[config.mk]
export PLATFORM = sky130hd
export DESIGN_NAME = pec_fifo_flat
export DESIGN_NICKNAME = d
export VERILOG_FILES = /design/src/rtl/pec_pkg.sv /design/src/rtl/pec_wr_if.sv /design/src/rtl/pec_fifo.sv /design/src/flat_wrapper.sv
export SDC_FILE = /design/constraint.sdc
export NUM_CORES = 1
export LEC_CHECK = 0
export BUFFER_PORTS_ARGS = -buffer_cell sky130_fd_sc_hd__buf_2
export CAP_MARGIN = 40
export CORE_AREA = 2 2 222 224
export DETAILED_ROUTE_END_ITERATION = 10
export DIE_AREA = 0 0 224 226
export GPL_TIMING_DRIVEN = 1
export PLACE_DENSITY = 0.67
export SETUP_SLACK_MARGIN = 0.3
export SLEW_MARGIN = 10
export SYNTH_ARGS = -nofsm -noshare
export SYNTH_HDL_FRONTEND = slang
export SYNTH_SLANG_ARGS = --single-unit
[constraint.sdc]
create_clock -name clk_i -period 4.1 [get_ports clk_i]
set_clock_uncertainty 0.15 [all_clocks]
set_input_delay 0.41 -clock clk_i [delete_from_list [all_inputs] [get_ports clk_i]]
set_output_delay 0.41 -clock clk_i [all_outputs]
set_load 0.005 [all_outputs]
[src/rtl/pec_pkg.sv]
// Constants and types shared by the receive packet error checker
// Notes on behaviour
// - Overflow flag holds until buffer fully drained
// - Open packet on overflow gets errored end
// - Writes after overflow are silently dropped
// - Sink drains; stored whole packets stay intact
// - Overflow flag drops once buffer is empty
// - After overflow, accept only from fresh start
// - Truncated packet: ignore port until end marker
// - Empty status per buffer on underflow
// - Missing start/end flags pulse one cycle
// - Error pulses need not align with data
// - Orphan end markers: discard until next start
// - Start inside open packet: force errored end
// - Forced end shows error and end together
// - Missing end presents failing port address
// - Checking runs only while enabled
package pec_pkg;
   // ***************************************************
   // Sizes
   // ***************************************************
   localparam int NP = 2;
   localparam int DW = 32;
   localparam int AW = 8;
   localparam int DEPTH = 16;
   localparam int PW = 4;
   localparam int CW = 5;
   localparam int EVW = 3 * NP;
   localparam logic [CW-1:0] AFULL_LVL = 5'h0F;
   localparam logic [CW-1:0] FULL_LVL = 5'h10;
   // ***************************************************
   // Register map
   // ***************************************************
   localparam logic [7:0] REG_CTRL = 8'h00;
   localparam logic [7:0] REG_STAT = 8'h04;
   localparam logic [7:0] REG_MASK = 8'h08;
   localparam logic [7:0] REG_FLAG = 8'h0C;
   localparam logic [1:0] CTRL_RST = 2'h1;
   localparam int CTRL_CHK_BIT = 0;
   localparam int CTRL_EOPDAV_BIT = 1;
   localparam int EV_OVF = 0;
   localparam int EV_MSOP = NP;
   localparam int EV_MEOP = 2 * NP;
   // ***************************************************
   // Types
   // ***************************************************
   typedef enum logic [1:0] {
      PEC_IDLE = 2'b00,
      PEC_OPEN = 2'b01,
      PEC_DROP = 2'b10
   } pec_mode_type;
   typedef struct packed {
      logic [DW-1:0] data;
      logic sop;
      logic eop;
      logic err;
   } pec_word_type;
endpackage

[src/rtl/pec_wr_if.sv]
// Write path between the checker and one receive buffer
`timescale 1ns/1ps
interface pec_wr_if;
   logic we;
   pec_pkg::pec_word_type wword;
   logic afull;
   logic empty;
   modport filt (output we, output wword, input afull, input empty);
   modport fifo (input we, input wword, output afull, output empty);
endinterface

[src/rtl/pec_fifo.sv]
// Receive buffer for one port, read by the user sink
`timescale 1ns/1ps
module pec_fifo (
   // Clock and reset
   input wire logic clk_i,
   input wire logic rst_i,
   // Write side
   pec_wr_if.fifo wr,
   // Read side
   input wire logic rd_en_i,
   input wire logic eopdav_i,
   output logic rd_valid_o,
   output pec_pkg::pec_word_type rd_word_o,
   output logic data_avail_o
);
   typedef struct packed {
      logic [pec_pkg::CW-1:0] cnt;
      logic [pec_pkg::CW-1:0] eops;
      logic [pec_pkg::PW-1:0] rp;
      logic [pec_pkg::PW-1:0] wp;
      pec_pkg::pec_word_type out;
      logic vld;
   } pec_fifo_state_type;

   pec_fifo_state_type r, n;
   pec_pkg::pec_word_type mem [pec_pkg::DEPTH];
   logic do_rd, do_wr;

   // ***************************************************
   // Next state
   // ***************************************************
   always_comb begin
      n = r;
      n.vld = 1'b0;
      do_rd = rd_en_i && (r.cnt != '0);
      do_wr = wr.we && (r.cnt != pec_pkg::FULL_LVL);
      if (do_rd) begin
         n.out = mem[r.rp];
         n.vld = 1'b1;
         n.rp = r.rp + 4'h1;
      end
      if (do_wr) begin
         n.wp = r.wp + 4'h1;
      end
      n.cnt = r.cnt + {4'h0, do_wr} - {4'h0, do_rd};
      n.eops = r.eops + {4'h0, do_wr && wr.wword.eop} - {4'h0, do_rd && mem[r.rp].eop};
   end

   always_ff @(posedge clk_i) begin
      if (rst_i) begin
         r <= '0;
      end else begin
         r <= n;
      end
   end

   // Storage carries no reset, it is only read behind the count
   always_ff @(posedge clk_i) begin
      if (do_wr) begin
         mem[r.wp] <= wr.wword;
      end
   end

   // Last slot is held back so a truncating end always fits
   assign wr.afull = (r.cnt >= pec_pkg::AFULL_LVL);
   assign wr.empty = (r.cnt == '0);
   assign rd_valid_o = r.vld;
   assign rd_word_o = r.out;
   // Holding back until a whole packet sits inside lets a drain finish
   assign data_avail_o = eopdav_i ? (r.eops != '0) : (r.cnt != '0);
endmodule

[src/flat_wrapper.sv]
// flat-port wrapper written by rule: the top's interface ports become plain ports
module pec_fifo_flat 
  (clk_i, rst_i, rd_en_i, eopdav_i, rd_valid_o, rd_word_o, data_avail_o, wr_we, wr_wword, wr_afull, wr_empty);
  pec_wr_if wr_i ();
  input wire logic clk_i;
  input wire logic rst_i;
  input wire logic rd_en_i;
  input wire logic eopdav_i;
  output logic rd_valid_o;
  output pec_pkg::pec_word_type rd_word_o;
  output logic data_avail_o;
  input wire logic [$bits(wr_i.we)-1:0] wr_we;
  input wire logic [$bits(wr_i.wword)-1:0] wr_wword;
  output wire logic [$bits(wr_i.afull)-1:0] wr_afull;
  output wire logic [$bits(wr_i.empty)-1:0] wr_empty;
  assign wr_i.we = wr_we;
  assign wr_i.wword = wr_wword;
  assign wr_afull = wr_i.afull;
  assign wr_empty = wr_i.empty;
  pec_fifo u_core (.clk_i(clk_i), .rst_i(rst_i), .wr(wr_i), .rd_en_i(rd_en_i), .eopdav_i(eopdav_i), .rd_valid_o(rd_valid_o), .rd_word_o(rd_word_o), .data_avail_o(data_avail_o));
endmodule
==> results of run 1 <==
-- kinds of logic (layout without fill, tap and decap cells) --
family | after synthesis | after routing | synth area share
simple gates | 101 | 101 | 0.01947
compound gates | 85 | 85 | 0.03462
buf+inv | 110 | 264 | 0.03086
fa+ha+maj | 22 | 22 | 0.01211
flops | 618 | 618 | 0.7502
mux | 176 | 176 | 0.1484
xor+xnor | 12 | 12 | 0.004386
-- cell usage after synthesis (all sizes together) (8+ instances only) --
| cell | instances |
|---|---|
| ha | 20 |
| mux4 | 140 |
| nand2 | 42 |
| edfxtp | 560 |
| buf | 75 |
| inv | 17 |
| dfxtp | 58 |
| a22oi | 69 |
| mux2 | 34 |
| nor2 | 32 |
| a21oi | 8 |
| clkbuf | 18 |
-- what timing repair did --
item                                    CTS  global route
endpoints found under the setup margin    0             0
hold buffers                             25             0
gates resized for setup                   0             0
hold endpoints to repair                322             0
-- report_power, final --
part	leakage [nW]	internal [mW]	switching [mW]
registers	5.54	7.22	0.193
clock network	1.03	3.53	2.30
logic	2.25	1.26	1.25
-- registers in the layout, indices dropped and copies added, names as in the netlist, named ones only --
name	count
u_core.r	18
u_core.mem	560
u_core.rd_valid_o	1
u_core.rd_word_o	35
-- cell usage in the layout (no fill, tap or decap), types with 3 or more instances in the layout --
master / instances
dlygate4sd3_1: 25
clkinv_1: 10
buf_4: 18
a22oi_1: 29
and3_1: 4
ha_1: 20
a21oi_1: 7
a22oi_2: 40
edfxtp_1: 560
clkbuf_16: 61
nor2b_1: 5
inv_1: 16
mux4_2: 140
clkbuf_1: 12
mux2_2: 34
xor2_1: 6
nand2_1: 42
clkinv_2: 7
clkbuf_8: 6
xnor2_1: 6
nor3_4: 4
dfxtp_1: 55
buf_2: 78
nor2_4: 12
nand3_1: 5
nor2_1: 20
bufinv_16: 11
clkinvlp_4: 3
buf_12: 13
-- per-layer routing --
layer,part of all wire,GRT usage,vias to the layer above
met5,0.00027,0,-
met1,0.43,0.2649,5811
met4,0.021,0.04903,2
li1,-,-,4779
met3,0.053,0.03760,71
met2,0.50,0.3317,298
-- stage by stage --
stage                     setup WS, ns  hold slack (ns)    util  instance area, µm²  instances
after CTS                       0.6853       0.00006539  0.5661               27370       1900
after global placement          0.6815           0.3114  0.5171               25000       1762
after global routing            0.5548          0.01905  0.5661               27370       1900
after detailed placement        0.7022           0.3218  0.5171               25000       1762
final                           0.7179          0.02605  0.5661               27370       1900
after floorplan                 0.7673           0.2931       -               23980       1124
-- worst max-delay path, cell delays in order, from the launching register on --
cell and delay [ns]:
dfxtp_2 0.43, mux4_2 0.51, nor2b_1 0.14, a211o_1 0.28, and3_1 0.20, ha_1 0.26
inv_1 0.04, ha_1 0.20, fa_1 0.43, a21oi_1 0.14, nor2_1 0.06, or3_1 0.34
a21oi_1 0.14
-- worst paths after layout --
check / end / depth (start not counted)
min: u_core.mem[4][33] / 1
min reg2reg: u_core.rd_word_o[29] / 2
max reg2reg: u_core.r[48] / 12
max: u_core.r[48] / 12
-- area by class of cell --
class                           instances  area, µm²  area share
Sequential cell                       618      17990      0.6572
Multi-Input combinational cell        396       5385      0.1968
Clock buffer                           79       1654     0.06044
Timing Repair Buffer                  134       1036     0.03785
Tap cell                              622      778.2     0.02844
Clock inverter                         34      465.4     0.01701
Inverter                               17      63.81    0.002332
==> qor.csv, run 1 <==
stage;metric;value;unit
synth;syn_area_per_cell;21.32;µm²
floorplan;effective utilization at floorplan;0.4957;
grt;largest net degree at the start of global routing;137;
setup_path;CP Max Fanout;7;
drt;DRT iter0 DRCs;932;
grt;first-pass GRT wire length;72470;µm
grt;total grt overflow;0;
cts;CTS buffer count;60;
grt;GRT Total Usage;0.1962;
drt;routed vias;10960;
sta;Final Max Slew Viols;0;
synth;synthesized net count;1186;
synth;Synth Flop Type;edfxtp_1;
cells_and_area;area grow syn2layout;14.21;%
setup_path;Worst EP arrival;3.77;ns
cts;Clock Path Buffers;3;
synth;post-synthesis instance total;1124;
cells_and_area;nets@finish;1289;
cells_and_area;final-layout fill cell count;3477;
placement;gp weighted congestion;0.7146;
synth;Synth Cell Area;0.02396;mm²
synth;sequential share of the synthesized area;0.7502;
synth;dominant cell type by area after synthesis;edfxtp_1;
cells_and_area;diodes inserted;0;
sta;Max Clock Freq;295.7;MHz
min_path;worst min path class;in2reg;
floorplan;Die Span Y;226;µm
setup_path;Setup crit start kind;flip-flop;
power;PwrDens;575.7;mW/mm²
cts;clock latency on the worst-skew pair;0.62;ns
drt;ANT nets after route;0;
sta;Setup TNS;0;ns
sta;Final Hold Viols;0;
cts;H-tree depth;2;
power;Worst VDD drop;0.3586;mV
synth;Seq cells post-synth;618;
placement;port bufs;78;
power;leak pwr;8.816;nW
grt;vias in the first global route;11540;
placement;DP HPWL;25190;µm
cts;# clock sinks;618;
floorplan;Boundary Pins;79;
cells_and_area;share of cells above drive strength 1;0.3427;
drt;final wirelength;48030;µm
drt;# DRC;0;
synth;top cell type's share of synthesized area;0.7017;
setup_path;critical path class;reg2reg;
power;total power;15.76;mW
drt;vias per std cell;5.769;
sta;final setup vio count;0;
sta;relative slew slack;0.4147;
synth;asr flop ratio synth;0;
flow_run;max-cap viol count;0;
sta;RSZ-0062 raised after global routing;false;
setup_path;Crit. End Element;flip-flop;
sta;Worst Tran Pin Value;0.8779;ns
synth;synth warn;0;
drt;per-cell routed wire length;25.28;µm
cts;Clock transition at path regs;0.06;ns
setup_path;Worst Path Required;4.49;ns
sta;min Tclk post-route;3.382;ns
floorplan;die area;0.05062;mm²
cts;CTS root buffer;clkbuf_16;
grt;initial antenna violation count;1;
synth;EDFF count, synth;560;
setup_path;R2R Setup Slk;0.72;ns
cts;Post-CTS Setup Bufs;0;
floorplan;die width;224;µm
sta;final worst path period share;0.8249;
synth;ranking of synthesized cells by area;edfxtp_1 (70%), mux4_2 (13%), dfxtp_1 (4.8%), a22oi_2 (2.1%), mux2_2 (1.6%);
floorplan;core area;0.04834;mm²
synth;Cell variety after synth;40;
min_path;hold_sp;wr_wword[33];
floorplan;Rows;81;
cts;CTS tree;yes;
drt;1st-pass router iterations;4;
outcome;outcome;finished clean;
Power figures use the tool's default switching activity.
==> run 2, diff against run 1 <==
--- a/config.mk
+++ b/config.mk
@@ -11,7 +11,7 @@
 export DETAILED_ROUTE_END_ITERATION = 10
 export DIE_AREA = 0 0 224 226
 export GPL_TIMING_DRIVEN = 1
-export PLACE_DENSITY = 0.67
+export PLACE_DENSITY = 0.64
 export SETUP_SLACK_MARGIN = 0.3
 export SLEW_MARGIN = 10
 export SYNTH_ARGS = -nofsm -noshare
==> constraint.sdc (replaced) <==
create_clock -name clk_i -period 3.5 [get_ports clk_i]
set_clock_uncertainty 0.15 [all_clocks]
set_input_delay 0.35 -clock clk_i [delete_from_list [all_inputs] [get_ports clk_i]]
set_output_delay 0.35 -clock clk_i [all_outputs]
set_load 0.005 [all_outputs]
==> qor.csv, run 2 (synthesized netlist as in run 1, its figures left out) <==
stage;metric;value;unit;change
floorplan;core area;0.04834;mm²;unchanged
floorplan;Die Span Y;226;µm;unchanged
setup_path;Crit. End Element;flip-flop;;
min_path;worst min path class;in2reg;;
setup_path;critical-path cell list;mux4_2 > nor2b_4 > a211o_1 > and3_4 > ha_4 > inv_2 > ha_4 > fa_2 > a21oi_2 > nor2_2 > or3_1 > a21oi_1;;
grt;first-pass GRT wire length;73100;µm;+0.87%
power;PwrDens;655.4;mW/mm²;+14%
cts;# clock sinks;618;;unchanged
floorplan;Boundary Pins;79;;unchanged
grt;vias in the first global route;11620;;+0.74%
drt;routed vias;11090;;+1.2%
min_path;hold_sp;rst_i;;
setup_path;worst r2r dst;u_core.r[48];;
drt;ANT nets after route;0;;unchanged
cts;CTS buffer count;61;;+1.7%
setup_path;Worst EP arrival;3.58;ns;-0.19 ns
sta;Max Clock Freq;314.7;MHz;+6.4%
cells_and_area;final-layout fill cell count;3547;;+2.0%
drt;# DRC;0;;unchanged
cts;Clock Path Buffers;3;;unchanged
setup_path;slowest stage cell, crit path;mux4_2;;
sta;relative slew slack;0.3864;;-0.02828
setup_path;path depth of the worst reg2reg path;12;;unchanged
power;leak pwr;8.852;nW;+0.41%
floorplan;effective utilization at floorplan;0.4957;;unchanged
sta;min Tclk post-route;3.178;ns;-0.2042 ns
sta;Final Hold Viols;0;;unchanged
setup_path;CP Max Fanout;4;;-3
cts;H-tree depth;2;;unchanged
sta;Worst Tran Pin Value;0.9204;ns;+0.04243 ns
cts;Clock transition at path regs;0.06;ns;about the same
sta;Setup TNS;0;ns;unchanged
placement;port bufs;78;;unchanged
floorplan;Rows;81;;unchanged
setup_path;Worst Path Required;3.91;ns;-0.58 ns
power;Worst VDD drop;0.5636;mV;+57%
cells_and_area;area grow syn2layout;14.56;%;
cells_and_area;diodes inserted;0;;unchanged
cells_and_area;nets@finish;1317;;+2.2%
drt;final wirelength;48910;µm;+1.8%
drt;per-cell routed wire length;25.37;µm;+0.37%
setup_path;Setup crit start kind;flip-flop;;
drt;DRT iter0 DRCs;878;;-5.8%
cells_and_area;Most flops, register;u_core.mem;;
cells_and_area;Largest register FFs;560;;unchanged
placement;worst slack, placed;0.1375;ns;-0.5646 ns
drt;1st-pass router iterations;5;;+1
sta;RSZ-0062 raised after global routing;true;;
grt;initial antenna violation count;1;;unchanged
setup_path;Most Frequent Cell on Critical Path;ha_4;;
flow_run;max-cap viol count;0;;unchanged
placement;DP HPWL;26070;µm;+3.5%
setup_path;CP bufs+invs;1;;unchanged
min_path;Hold Crit Depth;2;;+1
sta;final worst path period share;0.9080;;+0.08308
cells_and_area;most frequent cells in the layout;edfxtp_1 (560), mux4_2 (140), buf_2 (78), clkbuf_16 (61), dfxtp_1 (54);;
cts;CTS tree;yes;;
sta;Setup WS post-layout;0.3221;ns;-0.3958 ns
floorplan;die area;0.05062;mm²;unchanged
setup_path;CP Depth;12;;unchanged
placement;gp weighted congestion;0.7338;;+2.7%
setup_path;R2R Setup Slk;0.32;ns;-0.40 ns
grt;GRT Total Usage;0.1982;;+0.001965
cells_and_area;share of cells above drive strength 1;0.3492;;+0.006435
sta;Final Max Slew Viols;0;;unchanged
min_path;Hold EP;u_core.r[46];;
outcome;outcome;finished clean;;
setup_path;critical path class;reg2reg;;
cells_and_area;most common cell after layout, fill and taps aside;edfxtp_1;;
setup_path;family with the most delay on the worst path;adder cells;;
grt;total grt overflow;0;;unchanged
cts;clock latency on the worst-skew pair;0.63;ns;about the same
grt;largest net degree at the start of global routing;104;;-24%
setup_path;Crit path largest cell delay;0.50;ns;about the same
floorplan;die width;224;µm;unchanged
cts;CTS root buffer;clkbuf_16;;
sta;final setup vio count;0;;unchanged
drt;vias per std cell;5.753;;-0.28%
==> run 2: cell types whose count changed in the layout (fill, tap and decap cells not counted), sizes merged <==
cell         delta
clkbuf          +2
clkinvlp        -1
bufinv          -7
buf            +15
clkinv          +5
inv             +2
dlygate4sd3    +12
==> run 2: worst reg2reg max path: stages, from the launching register on <==
cell and delay [ns]:
dfxtp_4 0.38, mux4_2 0.50, nor2b_4 0.14, a211o_1 0.25, and3_4 0.17, ha_4 0.25, inv_2 0.04, ha_4 0.15
fa_2 0.37, a21oi_2 0.15, nor2_2 0.05, or3_1 0.36, a21oi_1 0.14
==> run 2: layout make-up <==
cell class | instances | area, µm² | share of cell area
Inverter | 17 | 63.81 | 0.002324
Sequential cell | 618 | 17990 | 0.6553
Clock buffer | 81 | 1632 | 0.05943
Clock inverter | 33 | 276.5 | 0.01007
Timing Repair Buffer | 161 | 1267 | 0.04617
Tap cell | 622 | 778.2 | 0.02835
Multi-Input combinational cell | 396 | 5445 | 0.1983
==> run 2: stage by stage <==
| stage | area [µm²] | utilization | cells | power (mW) | hold WS, ns |
|---|---|---|---|---|---|
| after global routing | 27450 | 0.5679 | 1928 | 18.74 | 0.05939 |
| after detailed placement | 25080 | 0.5188 | 1773 | 11.85 | 0.3258 |
| after global placement | 25050 | 0.5182 | 1772 | 11.81 | 0.3109 |
| after floorplan | 24010 | - | 1124 | 11.28 | 0.2931 |
| final | 27450 | 0.5679 | 1928 | 17.99 | 0.03664 |
| after CTS | 27380 | 0.5665 | 1926 | 18.14 | 0.02764 |
==> run 2: worst max path at each step <==
stage / to / slack (ns)
after global routing: u_core.r[48] / 0.18
after floorplan: u_core.mem[12][0] / 0.14
after CTS: u_core.r[48] / 0.31
final: u_core.r[48] / 0.32
after global placement: u_core.r[48] / 0.13
after detailed placement: u_core.r[48] / 0.14
==> run 2: power by group <==
part	internal (mW)	leakage, nW	switching, mW
Clock	3.56	0.926	2.68
Sequential	8.46	5.54	0.225
Combinational	1.55	2.39	1.52
==> run 2: what timing repair did <==
item / 4_1_cts / 5_1_grt
gates cloned: 0 / 0
hold endpoints to repair: 564 / 0
endpoints found under the setup margin: 1 / 1
pin swaps: 2 / 10
hold buffers: 37 / 0
gates resized for setup: 4 / 12
buffers inserted: 2 / 2
==> run 2: routing by layer <==
layer / vias up / GRT usage / share of wire
met5: - / 0 / 0.00014
met2: 286 / 0.3355 / 0.51
met4: 2 / 0.05742 / 0.021
met1: 5891 / 0.2685 / 0.42
li1: 4834 / - / -
met3: 78 / 0.03149 / 0.049
